**src/rtl/sli_consts.vh**
```
`ifndef SLI_CONSTS_VH
`define SLI_CONSTS_VH
// ****************************************************************
// register offsets
// ****************************************************************
`define SLI_ADDR_W 4
`define SLI_REG_WORD0 4'h0
`define SLI_REG_WORD1 4'h1
`define SLI_REG_IRQ_STAT 4'h2
`define SLI_REG_IRQ_EN 4'h3
`define SLI_REG_IRQ_CLR 4'h4
`define SLI_REG_LED_STATE 4'h5
// ****************************************************************
// word 0 fields
// ****************************************************************
`define SLI_W0_DIAG 0
`define SLI_W0_VLOW 1
`define SLI_W0_LINK 3
`define SLI_W0_SHORT_LSB 8
// ****************************************************************
// interrupt status bits
// ****************************************************************
`define SLI_IRQ_W 4
`define SLI_IRQ_DIAG 0
`define SLI_IRQ_VLOW 1
`define SLI_IRQ_LINK 2
`define SLI_IRQ_SHORT 3
// ****************************************************************
// timing
// ****************************************************************
`define SLI_CLK_HZ 125000000
`define SLI_FLASH_MS 250
`define SLI_BURST_MS 2000
`define SLI_BURST_FLASHES 3
`endif

```
**src/rtl/sli_status_led.v**
```verilog
`timescale 1ns/10ps
`include "sli_consts.vh"
module sli_status_led #(
    parameter FLASH_CYCLES = (`SLI_CLK_HZ / 1000) * `SLI_FLASH_MS / 2,
    parameter NCONN = 8
) (
    // clock and reset
    input wire REF_CLK,
    input wire SRST,
    // condition inputs
    input wire [15:0] SENSED_INPUT_BIT,
    input wire [7:0] CONNECTOR_SHORT_FLAG,
    input wire [7:0] CONNECTOR_OVERLOAD,
    input wire CHANNEL_DIAG,
    input wire PRIMARY_SUPPLY_LOW,
    input wire SUPPLY_GOOD,
    input wire INTERNAL_LINK_FAULT,
    input wire POWER_ON,
    input wire MASTER_CONNECTED,
    input wire NODE_READY,
    input wire ONBOARD_LOGIC_ENGINE,
    input wire ADDR_CONFLICT,
    input wire RESTORE_MODE,
    input wire MODBUS_TIMEOUT,
    input wire IDENTIFY_ACTIVE,
    input wire NEGOTIATING,
    input wire AWAIT_ADDRESS,
    // register port
    input wire [`SLI_ADDR_W-1:0] ADDR,
    input wire [15:0] WDATA,
    input wire WR,
    input wire RD,
    output reg [15:0] RDATA,
    // interrupt
    output wire IRQ,
    // leds
    output reg NET_LED_GREEN,
    output reg NET_LED_RED,
    output reg SUPPLY_OK_LED,
    output reg [15:0] IN_LED_GREEN,
    output reg [15:0] IN_LED_RED
);
    // ****************************************************************
    // network led states
    // ****************************************************************
    localparam [2:0] ST_OFF = 3'h0;
    localparam [2:0] ST_RED = 3'h1;
    localparam [2:0] ST_IDENT = 3'h2;
    localparam [2:0] ST_ALT = 3'h3;
    localparam [2:0] ST_CONN = 3'h4;
    localparam [2:0] ST_ENGINE = 3'h5;
    localparam [2:0] ST_READY = 3'h6;
    localparam [2:0] ST_IDLE = 3'h7;
    localparam BURST_SLOTS = `SLI_BURST_MS / (`SLI_FLASH_MS / 2);

    reg [15:0] word0_reg;
    reg [15:0] word1_reg;
    reg [15:0] word0_next;
    reg [2:0] net_state_reg;
    reg [2:0] net_state_next;
    reg [`SLI_IRQ_W-1:0] irq_stat_reg;
    reg [`SLI_IRQ_W-1:0] irq_en_reg;
    reg [`SLI_IRQ_W-1:0] irq_event;
    reg [15:0] prev_word0_reg;
    wire flash;
    wire flash_tick;
    wire burst_lit;
    integer i;

    // ****************************************************************
    // timebases
    // ****************************************************************
    sli_pulse_gen #(
        .PERIOD(FLASH_CYCLES)
    ) u_flash (
        .clk(REF_CLK),
        .srst(SRST),
        .toggle_reg(flash),
        .tick(flash_tick)
    );

    sli_burst_gen #(
        .SLOTS(BURST_SLOTS)
    ) u_burst (
        .clk(REF_CLK),
        .srst(SRST),
        .tick(flash_tick),
        .lit_reg(burst_lit)
    );

    // ****************************************************************
    // input image words
    // ****************************************************************
    always @* begin
        word0_next = 16'h0;
        word0_next[`SLI_W0_DIAG] = CHANNEL_DIAG;
        word0_next[`SLI_W0_VLOW] = PRIMARY_SUPPLY_LOW;
        word0_next[`SLI_W0_LINK] = INTERNAL_LINK_FAULT;
        word0_next[`SLI_W0_SHORT_LSB +: 8] = CONNECTOR_SHORT_FLAG;
    end

    always @(posedge REF_CLK) begin
        if (SRST) begin
            word0_reg <= 16'h0;
            word1_reg <= 16'h0;
            prev_word0_reg <= 16'h0;
        end else begin
            word0_reg <= word0_next;
            // input n is pin four (even) or pin two (odd) of connector n/2
            word1_reg <= SENSED_INPUT_BIT;
            prev_word0_reg <= word0_reg;
        end
    end

    // ****************************************************************
    // interrupts: rising edges of the status flags
    // ****************************************************************
    always @* begin
        irq_event = {`SLI_IRQ_W{1'b0}};
        irq_event[`SLI_IRQ_DIAG] = word0_reg[`SLI_W0_DIAG] & ~prev_word0_reg[`SLI_W0_DIAG];
        irq_event[`SLI_IRQ_VLOW] = word0_reg[`SLI_W0_VLOW] & ~prev_word0_reg[`SLI_W0_VLOW];
        irq_event[`SLI_IRQ_LINK] = word0_reg[`SLI_W0_LINK] & ~prev_word0_reg[`SLI_W0_LINK];
        irq_event[`SLI_IRQ_SHORT] = |(word0_reg[`SLI_W0_SHORT_LSB +: 8]
            & ~prev_word0_reg[`SLI_W0_SHORT_LSB +: 8]);
    end

    always @(posedge REF_CLK) begin
        if (SRST) begin
            irq_stat_reg <= {`SLI_IRQ_W{1'b0}};
            irq_en_reg <= {`SLI_IRQ_W{1'b0}};
        end else begin
            if (WR && ADDR == `SLI_REG_IRQ_EN)
                irq_en_reg <= WDATA[`SLI_IRQ_W-1:0];
            // set wins over clear
            if (WR && ADDR == `SLI_REG_IRQ_CLR)
                irq_stat_reg <= (irq_stat_reg & ~WDATA[`SLI_IRQ_W-1:0]) | irq_event;
            else
                irq_stat_reg <= irq_stat_reg | irq_event;
        end
    end

    assign IRQ = |(irq_stat_reg & irq_en_reg);

    // ****************************************************************
    // register reads
    // ****************************************************************
    always @(posedge REF_CLK) begin
        if (SRST) begin
            RDATA <= 16'h0;
        end else if (RD) begin
            if (ADDR == `SLI_REG_WORD0)
                RDATA <= word0_reg;
            else if (ADDR == `SLI_REG_WORD1)
                RDATA <= word1_reg;
            else if (ADDR == `SLI_REG_IRQ_STAT)
                RDATA <= {{(16-`SLI_IRQ_W){1'b0}}, irq_stat_reg};
            else if (ADDR == `SLI_REG_IRQ_EN)
                RDATA <= {{(16-`SLI_IRQ_W){1'b0}}, irq_en_reg};
            else if (ADDR == `SLI_REG_LED_STATE)
                RDATA <= {13'h0, net_state_reg};
            else
                RDATA <= 16'h0;
        end else begin
            RDATA <= 16'h0;
        end
    end

    // ****************************************************************
    // network led state, highest priority first
    // ****************************************************************
    always @* begin
        if (!POWER_ON)
            net_state_next = ST_OFF;
        else if (ADDR_CONFLICT || RESTORE_MODE || MODBUS_TIMEOUT)
            net_state_next = ST_RED;
        else if (IDENTIFY_ACTIVE)
            net_state_next = ST_IDENT;
        else if (NEGOTIATING || AWAIT_ADDRESS)
            net_state_next = ST_ALT;
        else if (MASTER_CONNECTED)
            net_state_next = ST_CONN;
        else if (ONBOARD_LOGIC_ENGINE)
            net_state_next = ST_ENGINE;
        else if (NODE_READY)
            net_state_next = ST_READY;
        else
            net_state_next = ST_IDLE;
    end

    always @(posedge REF_CLK) begin
        if (SRST)
            net_state_reg <= ST_OFF;
        else
            net_state_reg <= net_state_next;
    end

    always @(posedge REF_CLK) begin
        if (SRST) begin
            NET_LED_GREEN <= 1'b0;
            NET_LED_RED <= 1'b0;
        end else begin
            case (net_state_reg)
                ST_OFF: begin
                    NET_LED_GREEN <= 1'b0;
                    NET_LED_RED <= 1'b0;
                end
                ST_RED: begin
                    NET_LED_GREEN <= 1'b0;
                    NET_LED_RED <= 1'b1;
                end
                ST_IDENT: begin
                    NET_LED_GREEN <= 1'b0;
                    NET_LED_RED <= flash;
                end
                ST_ALT: begin
                    NET_LED_GREEN <= flash;
                    NET_LED_RED <= ~flash;
                end
                ST_CONN: begin
                    NET_LED_GREEN <= 1'b1;
                    NET_LED_RED <= 1'b0;
                end
                ST_ENGINE: begin
                    NET_LED_GREEN <= burst_lit;
                    NET_LED_RED <= 1'b0;
                end
                ST_READY: begin
                    NET_LED_GREEN <= flash;
                    NET_LED_RED <= 1'b0;
                end
                default: begin
                    NET_LED_GREEN <= 1'b0;
                    NET_LED_RED <= 1'b0;
                end
            endcase
        end
    end

    // ****************************************************************
    // supply and input leds
    // ****************************************************************
    always @(posedge REF_CLK) begin
        if (SRST) begin
            SUPPLY_OK_LED <= 1'b0;
            IN_LED_GREEN <= 16'h0;
            IN_LED_RED <= 16'h0;
        end else begin
            SUPPLY_OK_LED <= SUPPLY_GOOD;
            for (i = 0; i < 16; i = i + 1) begin
                if (CONNECTOR_OVERLOAD[i/2]) begin
                    IN_LED_GREEN[i] <= 1'b0;
                    IN_LED_RED[i] <= flash;
                end else begin
                    IN_LED_GREEN[i] <= SENSED_INPUT_BIT[i];
                    IN_LED_RED[i] <= 1'b0;
                end
            end
        end
    end
endmodule // sli_status_led

```
**src/rtl/sli_pulse_gen.v**
```verilog
`timescale 1ns/10ps
// ****************************************************************
// free running flash timebase
// ****************************************************************
module sli_pulse_gen #(
    parameter PERIOD = 31250000
) (
    input wire clk,
    input wire srst,
    output reg toggle_reg,
    output reg tick
);
    reg [31:0] cnt_reg;
    always @(posedge clk) begin
        if (srst) begin
            cnt_reg <= 32'h0;
            toggle_reg <= 1'b0;
            tick <= 1'b0;
        end else if (cnt_reg == PERIOD - 1) begin
            cnt_reg <= 32'h0;
            toggle_reg <= ~toggle_reg;
            tick <= 1'b1;
        end else begin
            cnt_reg <= cnt_reg + 32'h1;
            tick <= 1'b0;
        end
    end
endmodule // sli_pulse_gen

```
**src/rtl/sli_burst_gen.v**
```verilog
`timescale 1ns/10ps
`include "sli_consts.vh"
// ****************************************************************
// burst of flashes per frame, counted in half-flash ticks
// ****************************************************************
module sli_burst_gen #(
    parameter SLOTS = 8
) (
    input wire clk,
    input wire srst,
    input wire tick,
    output reg lit_reg
);
    reg [7:0] slot_reg;
    always @(posedge clk) begin
        if (srst) begin
            slot_reg <= 8'h0;
            lit_reg <= 1'b0;
        end else if (tick) begin
            slot_reg <= (slot_reg == SLOTS - 1) ? 8'h0 : slot_reg + 8'h1;
            // even slots below twice the flash count are lit
            lit_reg <= (slot_reg < 2 * `SLI_BURST_FLASHES) && !slot_reg[0];
        end
    end
endmodule // sli_burst_gen

```
**config.mk**
```make
export PLATFORM = sky130hd
export DESIGN_NAME = sli_status_led
export DESIGN_NICKNAME = d
export VERILOG_FILES = /design/src/rtl/sli_status_led.v /design/src/rtl/sli_pulse_gen.v /design/src/rtl/sli_burst_gen.v
export VERILOG_INCLUDE_DIRS = /design/src /design/src/rtl
export SDC_FILE = /design/constraint.sdc
export NUM_CORES = 1
export LEC_CHECK = 0
export BUFFER_PORTS_ARGS = -buffer_cell sky130_fd_sc_hd__buf_2
export CORE_AREA = 5 5 126 128
export CTS_CLUSTER_SIZE = 28
export DETAILED_ROUTE_END_ITERATION = 8
export DIE_AREA = 0 0 131 133
export HOLD_SLACK_MARGIN = 0.08
export MAX_ROUTING_LAYER = met4
export PLACE_DENSITY_LB_ADDON = 0.12
export SLEW_MARGIN = 15
export SYNTH_ARGS = -nofsm -noshare
export SYNTH_HDL_FRONTEND = slang
export SYNTH_SLANG_ARGS = --single-unit
export TNS_END_PERCENT = 50
```
**constraint.sdc**
```tcl
create_clock -name REF_CLK -period 1.8 [get_ports REF_CLK]
set_input_delay 0.36 -clock REF_CLK [delete_from_list [all_inputs] [get_ports REF_CLK]]
set_output_delay 0.36 -clock REF_CLK [all_outputs]
set_load 0.1 [all_outputs]
```
# After elaboration in Yosys (flattened, before gate mapping)
# Cells that the tools add are included.
[classes]
n_addsub = 2
magnitude_cmp = 1
eq_ne = 13
n_mux = 24
bitwise_logic = 16
reduce_logical = 24
[op_table]
columns = ["cell", "count"]
rows = [
  ["32-bit by 1-bit adder with 32-bit output (second input constant)", 1],
  ["32-bit by 24-bit == test with 1-bit output (second input constant)", 1],
  ["16-bit two-way mux", 2],
  ["2-bit OR reduction", 12],
  ["4-bit two-way mux", 3],
  ["1-bit two-way mux", 11],
  ["3-bit == test (second input constant)", 3],
  ["8-bit by 1-bit adder with 8-bit output (second input constant)", 1],
  ["4-bit bitwise AND", 2],
  ["8-bit bitwise AND", 1],
  ["4-bit by 2-bit == test with 1-bit output (second input constant)", 2],
  ["4-bit by 3-bit == test with 1-bit output (second input constant)", 2],
  ["8-bit by 4-bit == test with 1-bit output (second input constant)", 1],
  ["8-bit by 3-bit < comparator with 1-bit output (second input constant)", 1],
  ["2-bit two-way mux", 4],
  ["8-bit two-way mux", 1],
  ["8-bit NOT", 1],
  ["4-bit OR", 2],
  ["8-bit OR reduction", 1],
  ["3-bit by 2-bit == test with 1-bit output (second input constant)", 2],
  ["1-bit NOT", 6],
  ["1-bit case mux with 3 select lines", 2],
  ["5-bit OR reduction", 1],
  ["4-bit by 1-bit == test with 1-bit output (second input constant)", 1],
  ["10 further kinds", 16],
]
[word_totals]
ff_bits = 152
input_bits = 70
out_inout_bits = 52
wordCells = 107

# Logic depth before layout (Yosys ltp)
# Gate-level depths: netlist (run 1).
[depth]
ltp_word = 6
mapped_depth = 6
mapped_depth_nobuf = 5

# Hierarchy
# From an unflattened synthesis (run 1), not the netlist that was laid out.
[unflattened]
hier_cells = 522
hier_area_um2 = 5092.4
[modules_own_cells]
columns = ["module", "instances", "cells_each", "area_per_inst_um2", "seq_area_each_um2"]
rows = [
  ["sli_status_led", 1, 279, 3039.2, 1841.8],
  ["sli_pulse_gen", 1, 197, 1632.8, 680.7],
  ["sli_burst_gen", 1, 46, 420.4, 180.2],
]

# Worst setup path after synthesis (run 1)
# No wires, ideal clock.
[synth_path]
path_kind = "register -> register"
start = "reg u_flash.cnt_reg[8]"
end = "reg u_flash.cnt_reg[28]"
setup_ps = 66
t_arrival_ps = 1799
required_time_ps = 1734
setup_slack_ps = -65
path_stages_with_launch = 6
n_path_buf = 1
synth_period_minus_slack_ps = 1865
path_cell_list = "dfxtp_1 nand4_2 or4_4 buf_6 or4_4 a21oi_2"
[synth_between]
elab_chain_len = 2
word_cells_on_any_way = 3
classes_between = "add/sub (1); eq/ne (1); reduce/logical (1)"
[synth_lines]
columns = ["item", "line", "text"]
rows = [
  ["start, declared", "sli_pulse_gen.v:13", "reg [31:0] cnt_reg;"],
  ["start signal, assigned", "sli_pulse_gen.v:24", "cnt_reg <= cnt_reg + 32'h1;"],
  ["branches (longest 2 deep; another with 32-bit by 1-bit adder with 32-bit output)", "--", ""],
]
# Several ways; the timed one is not identified.
# A chain may end at the register's enable or synchronous reset.

# Worst setup path after layout (run 1)
[layout_path]
start = "reg u_flash.cnt_reg[20]"
end = "reg u_flash.cnt_reg[26]"
# Same word-level chain as after synthesis.

==> results of run 1 <==
## through the flow
stage                     instance area, sq um  TNS, ps  util [%]  setup WS (ps)
after detailed placement                  5910    -1980      40.1          -74.5
after global placement                    5910     -829      40.1          -33.3
after global routing                      6570     -575      44.6           -111
after CTS                                 6520        0      44.2           4.17
after floorplan                           4990        0         -           2.56
final                                     6570    -41.6      44.6          -41.6
## routing by layer
layer	routed length [microns]	part of all wire, %	GRT usage (%)
met3	842	6.7	3.71
met1	5860	47	19.1
met2	5630	45	22.3
met5	0	0	-
met4	172	1.4	5.43
## layout make-up
type                       instances  area [sq um]
inverter                          22          82.6
tap                              188           235
multi-input combinational        326          2130
clock buffer                      20           437
timing repair buffer             145           843
sequential                       135          2720
fill                            1456          8180
clock inverter                    11           128
## synth_stat cells, drive strengths merged
master	instances	area, sq um
inv	22	82.6
a221oi	2	17.5
mux4	1	22.5
a22oi	5	37.5
a22o	8	70.1
nor4	7	43.8
nor4b	2	23.8
and3b	1	8.76
buf	11	83.8
nor2	36	135
and4	9	80.1
a2111oi	1	8.76
nor2b	55	344
clkbuf	16	60.1
dfxtp	135	2700
and3	6	40.0
a31oi	1	6.26
o21ai	12	60.1
o31ai	18	135
or3	8	52.6
nand2b	4	25.0
a21oi	27	139
nor3	6	30.0
and2	13	81.3
nand2	23	86.3
nand3b	2	15.0
o211ai	1	7.51
xor2	11	96.3
ha	2	25.0
mux2i	6	60.1
nor3b	2	15.0
or4	17	135
nand4	11	75.1
nand3	16	80.1
o22ai	5	31.3
xnor2	7	61.3
## worst max-delay path: cells and delay by family (launching register included)
family | cells | cell delay (ps)
DFF | 1 | 330
and+or+nand+nor | 2 | 920
AOI/OAI and AO/OA | 2 | 470
## timing repair
| item | 4_1_cts | 5_1_grt |
|---|---|---|
| gates resized for setup | 8 | 15 |
| buffers inserted | 1 | 1 |
| pin swaps | 4 | 9 |
| setup endpoints to repair | 32 | 33 |
| hold endpoints to repair | 0 | 0 |
| cloned | 1 | 0 |
## cells by family after synthesis
kind of cell / count (synthesis) / synth area share [%]
buffers and inverters: 49 / 4.55
AO/OA/AOI/OAI: 80 / 10.3
XOR/XNOR: 18 / 3.17
AND/OR/NAND/NOR: 218 / 25.5
flip-flops: 135 / 54.3
adder cells (fa/ha/maj): 2 / 0.503
multiplexers: 7 / 1.66
## power by group through the flow
stage                     Combinational [uW]  Clock [uW]  Sequential, uW
after global placement                   430           0            3160
final                                    431        3310            3100
after CTS                                435        3400            3100
after floorplan                          137           0            3300
after detailed placement                 432           0            3160
after global routing                     467        3520            3110
## worst max-delay path by stage
stage,slack (ps),end
2_1_floorplan,3,u_flash.cnt_reg[17]
3_3_place_gp,-30,u_flash.cnt_reg[10]
3_5_place_dp,-70,u_flash.cnt_reg[22]
4_1_cts,4,u_flash.toggle_reg
5_1_grt,-110,u_flash.cnt_reg[26]
6_report,-40,u_flash.cnt_reg[26]
==> results by group, run 1 <==
Final layout
  – Commonest non-fill, non-tap cells in the layout: 121 x dfxtp_1, 108 x buf_2, 55 x nor2b_1
  – Share of layout cells above drive strength 1: 31.9%
  – Final cell count without fillers: 847
  – Nets: 719
  – Max reg flops: 32
  – Commonest non-fill, non-tap cell in the layout: dfxtp_1
  – Antenna Cells: 0
  – Synth-to-layout area growth: 32.0%

GRT
  – First-pass GRT wire length: 19800 microns
  – Global route total overflow: 0
  – Pin count of the biggest net entering global routing: 59
  – All-Layer GR Usage: 14.8%
  – Vias in the first global route: 3957
  – Initial antenna violation count: 0

Run status
  – Failing checks: negative setup slack
  – Outcome: finished with violations

Power and ir drop
  – PwrDens: 1040 mW/mm^2
  – Seq pwr share: 45.3%
  – Sw Pwr: 1600 uW
  – Sw frac: 23.4%
  – Final total power: 6840 uW
  – Logic pwr share: 6.3%
  – Max VDD drop: 0.606 mV
  – Pleak: 0.00273 uW
  – Int Pwr: 5240 uW
  – Clock power frac: 48.4%

Setup path
  – CP Launch Point: u_flash.cnt_reg[20]
  – CP Launch Type: register
  – Slowest CP cell: or4_2
  – CP Class: reg -> reg
  – Worst path max stage delay: 760 ps
  – R2R depth: 4
  – CP Data Required Time: 2090 ps
  – Flop2flop setup slack: -40 ps
  – Critical-path cell list: nand4_1, or4_2, o31ai_1, a21oi_2
  – Worst r2r src: u_flash.cnt_reg[20]
  – Max Fanout on Critical Path: 5
  – R2r endpoint: u_flash.cnt_reg[26]
  – Critical Path AT: 2130 ps
  – Endpoint class of the critical path: register

Hold path
  – Worst Hold Launch: CONNECTOR_OVERLOAD[2]
  – Tightest Hold Check Type: in -> reg
  – Worst hold path endpoint: IN_LED_GREEN[5]
  – WHS Path Cells: 2

Synthesis
  – Net Count, Synth: 581
  – Synth Instances: 509
  – Synth unique cells: 45
  – Post-synthesis area per instance: 9.78 sq um
  – Yosys warning count: 0
  – Seq cells post-synth: 135
  – Mapped cell area: 0.00498 sq mm
  – Sequential share of the synthesized area: 54.3%

Clocking
  – Clock latency on the worst-skew pair: 410 ps
  – CTS H-tree depth: 4
  – Clock Tree Buf Depth: 2
  – Clock sink count: 135
  – Clk slew on worst S/H paths: 60 ps
  – CTS Buf Count: 17
  – Post-CTS Hold Fix Bufs: 0
  – Root buffer cell: clkbuf_16
  – CTS tree: yes

STA
  – Final hold vios: 0
  – Hold_ws: 137 ps
  – Slew Limit Fails: 0
  – Slew headroom: 67.1%
  – Worst-Margin Slew: 496 ps
  – Fmax: 543 MHz
  – Worst Setup Slack, final: -41.6 ps
  – RSZ-0062 raised after global routing: yes
  – Worst clock skew: 5.65 ps
  – Final setup viols: 1
  – Minimum clock period: 1840 ps
  – Final period util: 102%

Placed design
  – GPL Wtd Cong: 0.782
  – # port buffers: 109
  – Post-DP HPWL: 8870 microns
  – Dpl cells: 813

Routing
  – Routed WL per cell: 14.8 microns
  – Routed Wire Length: 12500 microns
  – Antenna Nets Post-Route: 0
  – Vias per inst: 4.82
  – Number of remaining DRC errors: 0
  – Vias: 4082
  – Starting DRT DRC Count: 220
  – Detailed Routing Iterations Pass 1: 4

Floorplan
  – # rows: 45
  – I/O pin cnt: 122
  – Die area: 0.0174 sq mm
  – CORE AREA: 0.0148 sq mm
  – Chip width: 131 microns
  – Die height: 133 microns
  – Initial Util: 33.7%

Run
  – MaxCap Viol Count: 0
Power figures use the tool's default switching activity.
==> run 2, diff against run 1 <==
--- a/config.mk
+++ b/config.mk
@@ -7,10 +7,12 @@
 export NUM_CORES = 1
 export LEC_CHECK = 0
 export BUFFER_PORTS_ARGS = -buffer_cell sky130_fd_sc_hd__buf_2
-export CORE_AREA = 5 5 126 128
+export CORE_AREA = 2 2 123 125
+export CTS_CLUSTER_DIAMETER = 100
 export CTS_CLUSTER_SIZE = 28
 export DETAILED_ROUTE_END_ITERATION = 8
-export DIE_AREA = 0 0 131 133
+export DIE_AREA = 0 0 125 127
+export GPL_TIMING_DRIVEN = 0
 export HOLD_SLACK_MARGIN = 0.08
 export MAX_ROUTING_LAYER = met4
 export PLACE_DENSITY_LB_ADDON = 0.12
==> run 2 against run 1 <==
  * The run now ends clean
  * Clock skew up 1.1 ps
  * Sequential power about the same
  * Worst setup slack better by 45 ps
  * Hold slack better by 3.8 ps
  * First-iteration DRC count down 22%
  * Sequential share of layout area about the same
  * Core utilization up 1.3 points
  * Critical endpoint is now u_flash.cnt_reg[28]
  * Global-route usage up 2.0 points
==> results by group, run 2 (synthesized netlist as in run 1, its figures left out) <==
Clocking
  – CTS Buf Count: 17
  – Root buffer cell: clkbuf_16
  – Clock latency on the worst-skew pair: 410 ps
  – Clock sink count: 135
  – CTS tree: yes
  – CTS H-tree depth: 4
  – Post-CTS Hold Fix Bufs: 0
  – Clock Tree Buf Depth: 2
  – Clk slew on worst S/H paths: 60 ps

Routing
  – Vias: 4087
  – Routed WL per cell: 15.0 microns
  – Number of remaining DRC errors: 0
  – Routed Wire Length: 12600 microns
  – Detailed Routing Iterations Pass 1: 4
  – Antenna Nets Post-Route: 0
  – Vias per inst: 4.87
  – Starting DRT DRC Count: 172

Placed design
  – Post-DP HPWL: 9010 microns
  – GPL Wtd Cong: 0.767
  – Dpl cells: 801
  – # port buffers: 108

Floorplan
  – CORE AREA: 0.0144 sq mm
  – Chip width: 125 microns
  – Initial Util: 34.5%
  – I/O pin cnt: 122
  – Die area: 0.0159 sq mm
  – Die height: 127 microns
  – # rows: 44

STA
  – Worst clock skew: 6.76 ps
  – Final period util: 99.8%
  – Final setup viols: 0
  – RSZ-0062 raised after global routing: yes
  – Slew headroom: 29.2%
  – Minimum clock period: 1800 ps
  – Fmax: 557 MHz
  – Final hold vios: 0
  – Worst-Margin Slew: 1060 ps
  – Slew Limit Fails: 0
  – Setup tns final: 0 ps

GRT
  – Vias in the first global route: 4127
  – Pin count of the biggest net entering global routing: 17
  – Global route total overflow: 0
  – First-pass GRT wire length: 20600 microns
  – Initial antenna violation count: 0
  – All-Layer GR Usage: 16.8%

Setup path
  – Endpoint class of the critical path: register
  – Max Fanout on Critical Path: 5
  – CP Data Required Time: 2130 ps
  – CP Class: reg -> reg
  – CP Launch Type: register
  – Critical Path AT: 2130 ps
  – Flop2flop setup slack: 4 ps

Final layout
  – Commonest non-fill, non-tap cells in the layout: 113 x dfxtp_1, 107 x buf_2, 55 x nor2b_1
  – Commonest non-fill, non-tap cell in the layout: dfxtp_1
  – Synth-to-layout area growth: 33.0%
  – Max reg flops: 32
  – Antenna Cells: 0
  – Share of layout cells above drive strength 1: 32.6%
  – Final cell count without fillers: 840
  – Nets: 719

Hold path
  – Tightest Hold Check Type: in -> reg

Power and ir drop
  – PwrDens: 1030 mW/mm^2
  – Pleak: 0.00271 uW
  – Max VDD drop: 0.682 mV
  – Final total power: 6840 uW

Run status
  – Outcome: complete, no violations

Run
  – MaxCap Viol Count: 0
## run 2: layout make-up
| class | instances | area [sq um] |
|---|---|---|
| plain buffers | 24 | 161 |
| clock buffers | 24 | 492 |
| flip-flops and latches | 135 | 2740 |
| repair buffers | 122 | 648 |
| inverters | 22 | 82.6 |
| well taps | 184 | 230 |
| clock inverters | 4 | 70.1 |
| fillers | 1393 | 7800 |
| multi-input cells | 325 | 2190 |
## run 2: routing by layer
| layer | wire, microns | vias up | track usage (%) |
|---|---|---|---|
| li1 | - | 2063 | - |
| met1 | 5740 | 1902 | 19.8 |
| met2 | 5980 | 105 | 27.3 |
| met3 | 579 | 17 | 4.44 |
| met4 | 272 | 0 | 6.86 |
| met5 | 0 | - | - |
## run 2: path summary, 6_finish.rpt
| check | start | endpoint | cells after the start |
|---|---|---|---|
| min | CONNECTOR_OVERLOAD[3] | IN_LED_GREEN[7] | 2 |
| max | u_flash.cnt_reg[18] | u_flash.cnt_reg[28] | 5 |
| max reg2reg | u_flash.cnt_reg[18] | u_flash.cnt_reg[28] | 5 |
| min reg2reg | word1_reg[4] | RDATA[4] | 1 |
## run 2: stage by stage
| stage | setup WS [ps] | hold slack (ps) | instance area, sq um | util, % |
|---|---|---|---|---|
| final | 3.76 | 140 | 6620 | 45.9 |
| after global routing | -49.2 | 134 | 6620 | 45.9 |
| after CTS | 4.41 | 119 | 6450 | 44.7 |
| after floorplan | 2.56 | 406 | 4990 | - |
| after global placement | -566 | 412 | 5760 | 39.9 |
| after detailed placement | -600 | 415 | 5760 | 39.9 |
## run 2: critical path, stage by stage, from the launching register on
cell and delay (ps):
dfxtp_4 360, nand3_2 100, or4_4 580, buf_6 150, or4_4 410, a21oi_2 120
## run 2: report_power, final
part | internal (uW) | switching [uW] | total, uW
registers | 3060 | 36.9 | 3100
logic | 135 | 289 | 424
clock network | 2150 | 1160 | 3310
total | 5350 | 1490 | 6840
## run 2: what timing repair did
item                       4_1_cts  5_1_grt
gates resized for setup         25       37
pin swaps                        9       13
buffers inserted                 9        5
setup endpoints to repair       32       32
==> run 3, diff against run 2 <==
--- a/config.mk
+++ b/config.mk
@@ -6,16 +6,18 @@
 export SDC_FILE = /design/constraint.sdc
 export NUM_CORES = 1
 export LEC_CHECK = 0
+export ABC_AREA = 1
 export BUFFER_PORTS_ARGS = -buffer_cell sky130_fd_sc_hd__buf_2
-export CORE_AREA = 2 2 123 125
+export CORE_AREA = 2 2 127 129
 export CTS_CLUSTER_DIAMETER = 100
 export CTS_CLUSTER_SIZE = 28
 export DETAILED_ROUTE_END_ITERATION = 8
-export DIE_AREA = 0 0 125 127
+export DIE_AREA = 0 0 129 131
 export GPL_TIMING_DRIVEN = 0
 export HOLD_SLACK_MARGIN = 0.08
 export MAX_ROUTING_LAYER = met4
 export PLACE_DENSITY_LB_ADDON = 0.12
+export RECOVER_POWER = 50
 export SLEW_MARGIN = 15
 export SYNTH_ARGS = -nofsm -noshare
 export SYNTH_HDL_FRONTEND = slang
==> run 3 against run 2 <==
  * Worst setup slack better by 110 ps
  * Final area up 0.89%
  * Core utilization down 3.1 points
  * Sequential power hardly changed
  * Final cell count rose by 30%
  * Sequential cell count did not move
  * Sequential share of layout area down 0.95 points
  * Largest cell class unchanged
  * Critical endpoint is now IRQ
  * Combinational power is 6.4% higher
  * Fmax grew 6.6%
  * Global-route usage up 1.1 points
  * Hold slack got worse by 11 ps
==> results by group, run 3 <==
Run status
  – Outcome: complete, no violations

Synthesis
  – Yosys warning count: 0
  – Seq cells post-synth: 135
  – Yosys top cell by area: dfxtp_1
  – Synth Flop Type: dfxtp_1
  – Sequential share of the synthesized area: 51.0%
  – Mapped cell area: 0.00530 sq mm
  – Top-area cell type share of the netlist area: 51.0%
  – Post-synth EDFFs: 0
  – Synth top area cells: dfxtp_1 51%, nand2_1 12%, nor2_1 10%
  – Top-count cell post-synth: nand2_1
  – Net Count, Synth: 803
  – Post-synthesis area per instance: 7.25 sq um
  – Most frequent cells after synthesis: 170 x nand2_1, 145 x nor2_1, 135 x dfxtp_1
  – Synth unique cells: 32
  – Fraction of registers with async set/reset: 0%
  – Synth Instances: 731

Final layout
  – Core Util, Final: 42.8%
  – Antenna Cells: 0
  – Share of layout cells above drive strength 1: 18.8%
  – Nets: 931
  – Commonest non-fill, non-tap cells in the layout: 171 x nand2_1, 145 x nor2_1, 134 x dfxtp_1
  – Fill cell count: 1627
  – Final cell count without fillers: 1088
  – Commonest non-fill, non-tap cell in the layout: nand2_1
  – Max reg flops: 32
  – Synth-to-layout area growth: 26.0%

Clocking
  – CTS H-tree depth: 4
  – Clock sink count: 135
  – CTS Buf Count: 17
  – Root buffer cell: clkbuf_16
  – Clk slew on worst S/H paths: 60 ps
  – Post-CTS Hold Fix Bufs: 0
  – CTS tree: yes
  – Clock Tree Buf Depth: 2
  – Clock latency on the worst-skew pair: 430 ps

Power and ir drop
  – PwrDens: 1020 mW/mm^2
  – Max VDD drop: 0.656 mV
  – Pleak: 0.00285 uW

STA
  – Fmax: 593 MHz
  – Worst clock skew: 6.80 ps
  – Final period util: 93.6%
  – Worst-Margin Slew: 627 ps
  – Final hold vios: 0
  – Slew headroom: 58.2%
  – Minimum clock period: 1690 ps
  – RSZ-0062 raised after global routing: no
  – Slew Limit Fails: 0
  – Final setup viols: 0
  – Setup tns final: 0 ps

Floorplan
  – CORE AREA: 0.0156 sq mm
  – Initial Util: 34.0%
  – I/O pin cnt: 122
  – Die height: 131 microns
  – Chip width: 129 microns
  – Die area: 0.0169 sq mm
  – # rows: 46

Setup path
  – CP Data Required Time: 1440 ps
  – Max Fanout on Critical Path: 2
  – CP Class: reg -> out
  – Critical Path AT: 1330 ps
  – Endpoint class of the critical path: output port
  – CP Launch Type: register

GRT
  – First-pass GRT wire length: 22100 microns
  – Initial antenna violation count: 0
  – Global route total overflow: 0
  – All-Layer GR Usage: 17.9%
  – Pin count of the biggest net entering global routing: 17
  – Vias in the first global route: 4601

Placed design
  – Post-DP HPWL: 11000 microns
  – GPL Wtd Cong: 0.896
  – # port buffers: 109
  – Dpl cells: 1056

Routing
  – Number of remaining DRC errors: 0
  – Routed WL per cell: 13.0 microns
  – Starting DRT DRC Count: 223
  – Vias: 4828
  – Antenna Nets Post-Route: 0
  – Routed Wire Length: 14100 microns
  – Detailed Routing Iterations Pass 1: 4
  – Vias per inst: 4.44

Run
  – MaxCap Viol Count: 0

Hold path
  – Tightest Hold Check Type: in -> reg
## run 3: cell count changes after synthesis, moves of 9 or more
cell      change
nand2_1     +147
nor2_1      +109
inv_1        +78
nor2b_1      -55
nor3_1       +19
nand3_1      +18
o31ai_1      -18
or4_1        -15
and2_1       -13
a21oi_1      +10
clkbuf_1      -9
## run 3: final timing paths
check / from / end / slack (ps) / cells after the start
worst max-delay path: irq_stat_reg[3] / IRQ / 110 / 3
worst min-delay path: CONNECTOR_OVERLOAD[3] / IN_LED_GREEN[7] / 130 / 2
worst max register to register: u_flash.cnt_reg[0] / u_flash.cnt_reg[15] / 170 / 9
worst min register to register: word1_reg[6] / RDATA[6] / 410 / 2
## run 3: final cells by class
type                    count  area [sq um]  share of cell area [%]
plain buffers              22           135                    2.02
clock buffers              17           425                    6.37
clock inverters            15           130                    1.95
inverters                 101           379                    5.68
multi-input cells         473          2090                    31.3
flip-flops and latches    135          2700                    40.5
well taps                 216           270                    4.05
repair buffers            109           546                    8.17
## run 3: repair_timing
item,CTS,global route
gates resized for setup,1,2
buffers inserted,0,0
setup endpoints to repair,1,30
## run 3: cell families (layout without fill, tap and decap cells)
| family | after synthesis | count (layout) | share of synthesized area (%) |
|---|---|---|---|
| AND/OR/NAND/NOR | 395 | 395 | 30.7 |
| adder cells (fa/ha/maj) | 2 | 2 | 0.472 |
| AO/OA/AOI/OAI | 70 | 70 | 7.08 |
| flip-flops | 135 | 135 | 51.0 |
| buffers and inverters | 123 | 264 | 9.75 |
| XOR/XNOR | 6 | 6 | 0.991 |
## run 3: metrics by stage
stage / total power (uW) / area (sq um) / worst slack [ps] / hold WS, ps
after floorplan: 3450 / 5310 / 83.8 / 394
after global placement: 3620 / 6120 / 21.2 / 398
after detailed placement: 3620 / 6120 / 17.2 / 405
after CTS: 6910 / 6680 / 23.5 / 112
after global routing: 7090 / 6680 / 13.3 / 121
final: 6830 / 6680 / 115 / 129
## run 3: routing by layer
layer	vias to the layer above	wire [microns]	track usage (%)
met4	0	194	5.75
met2	114	6880	30.8
met3	19	764	4.97
met5	-	0	-
met1	2161	6280	20.2
li1	2534	-	-
## run 3: power by group
part	switching (uW)	leakage [uW]	total, uW	internal [uW]
clock network	1460	0.000276	3280	1820
logic	332	0.00147	451	119
registers	30.4	0.00110	3100	3070
## run 3: worst max-delay path, stage by stage (launching register included)
cell       delay [ps]
dfxtp_1           340
inv_1              70
o2111ai_2         170
buf_4             320
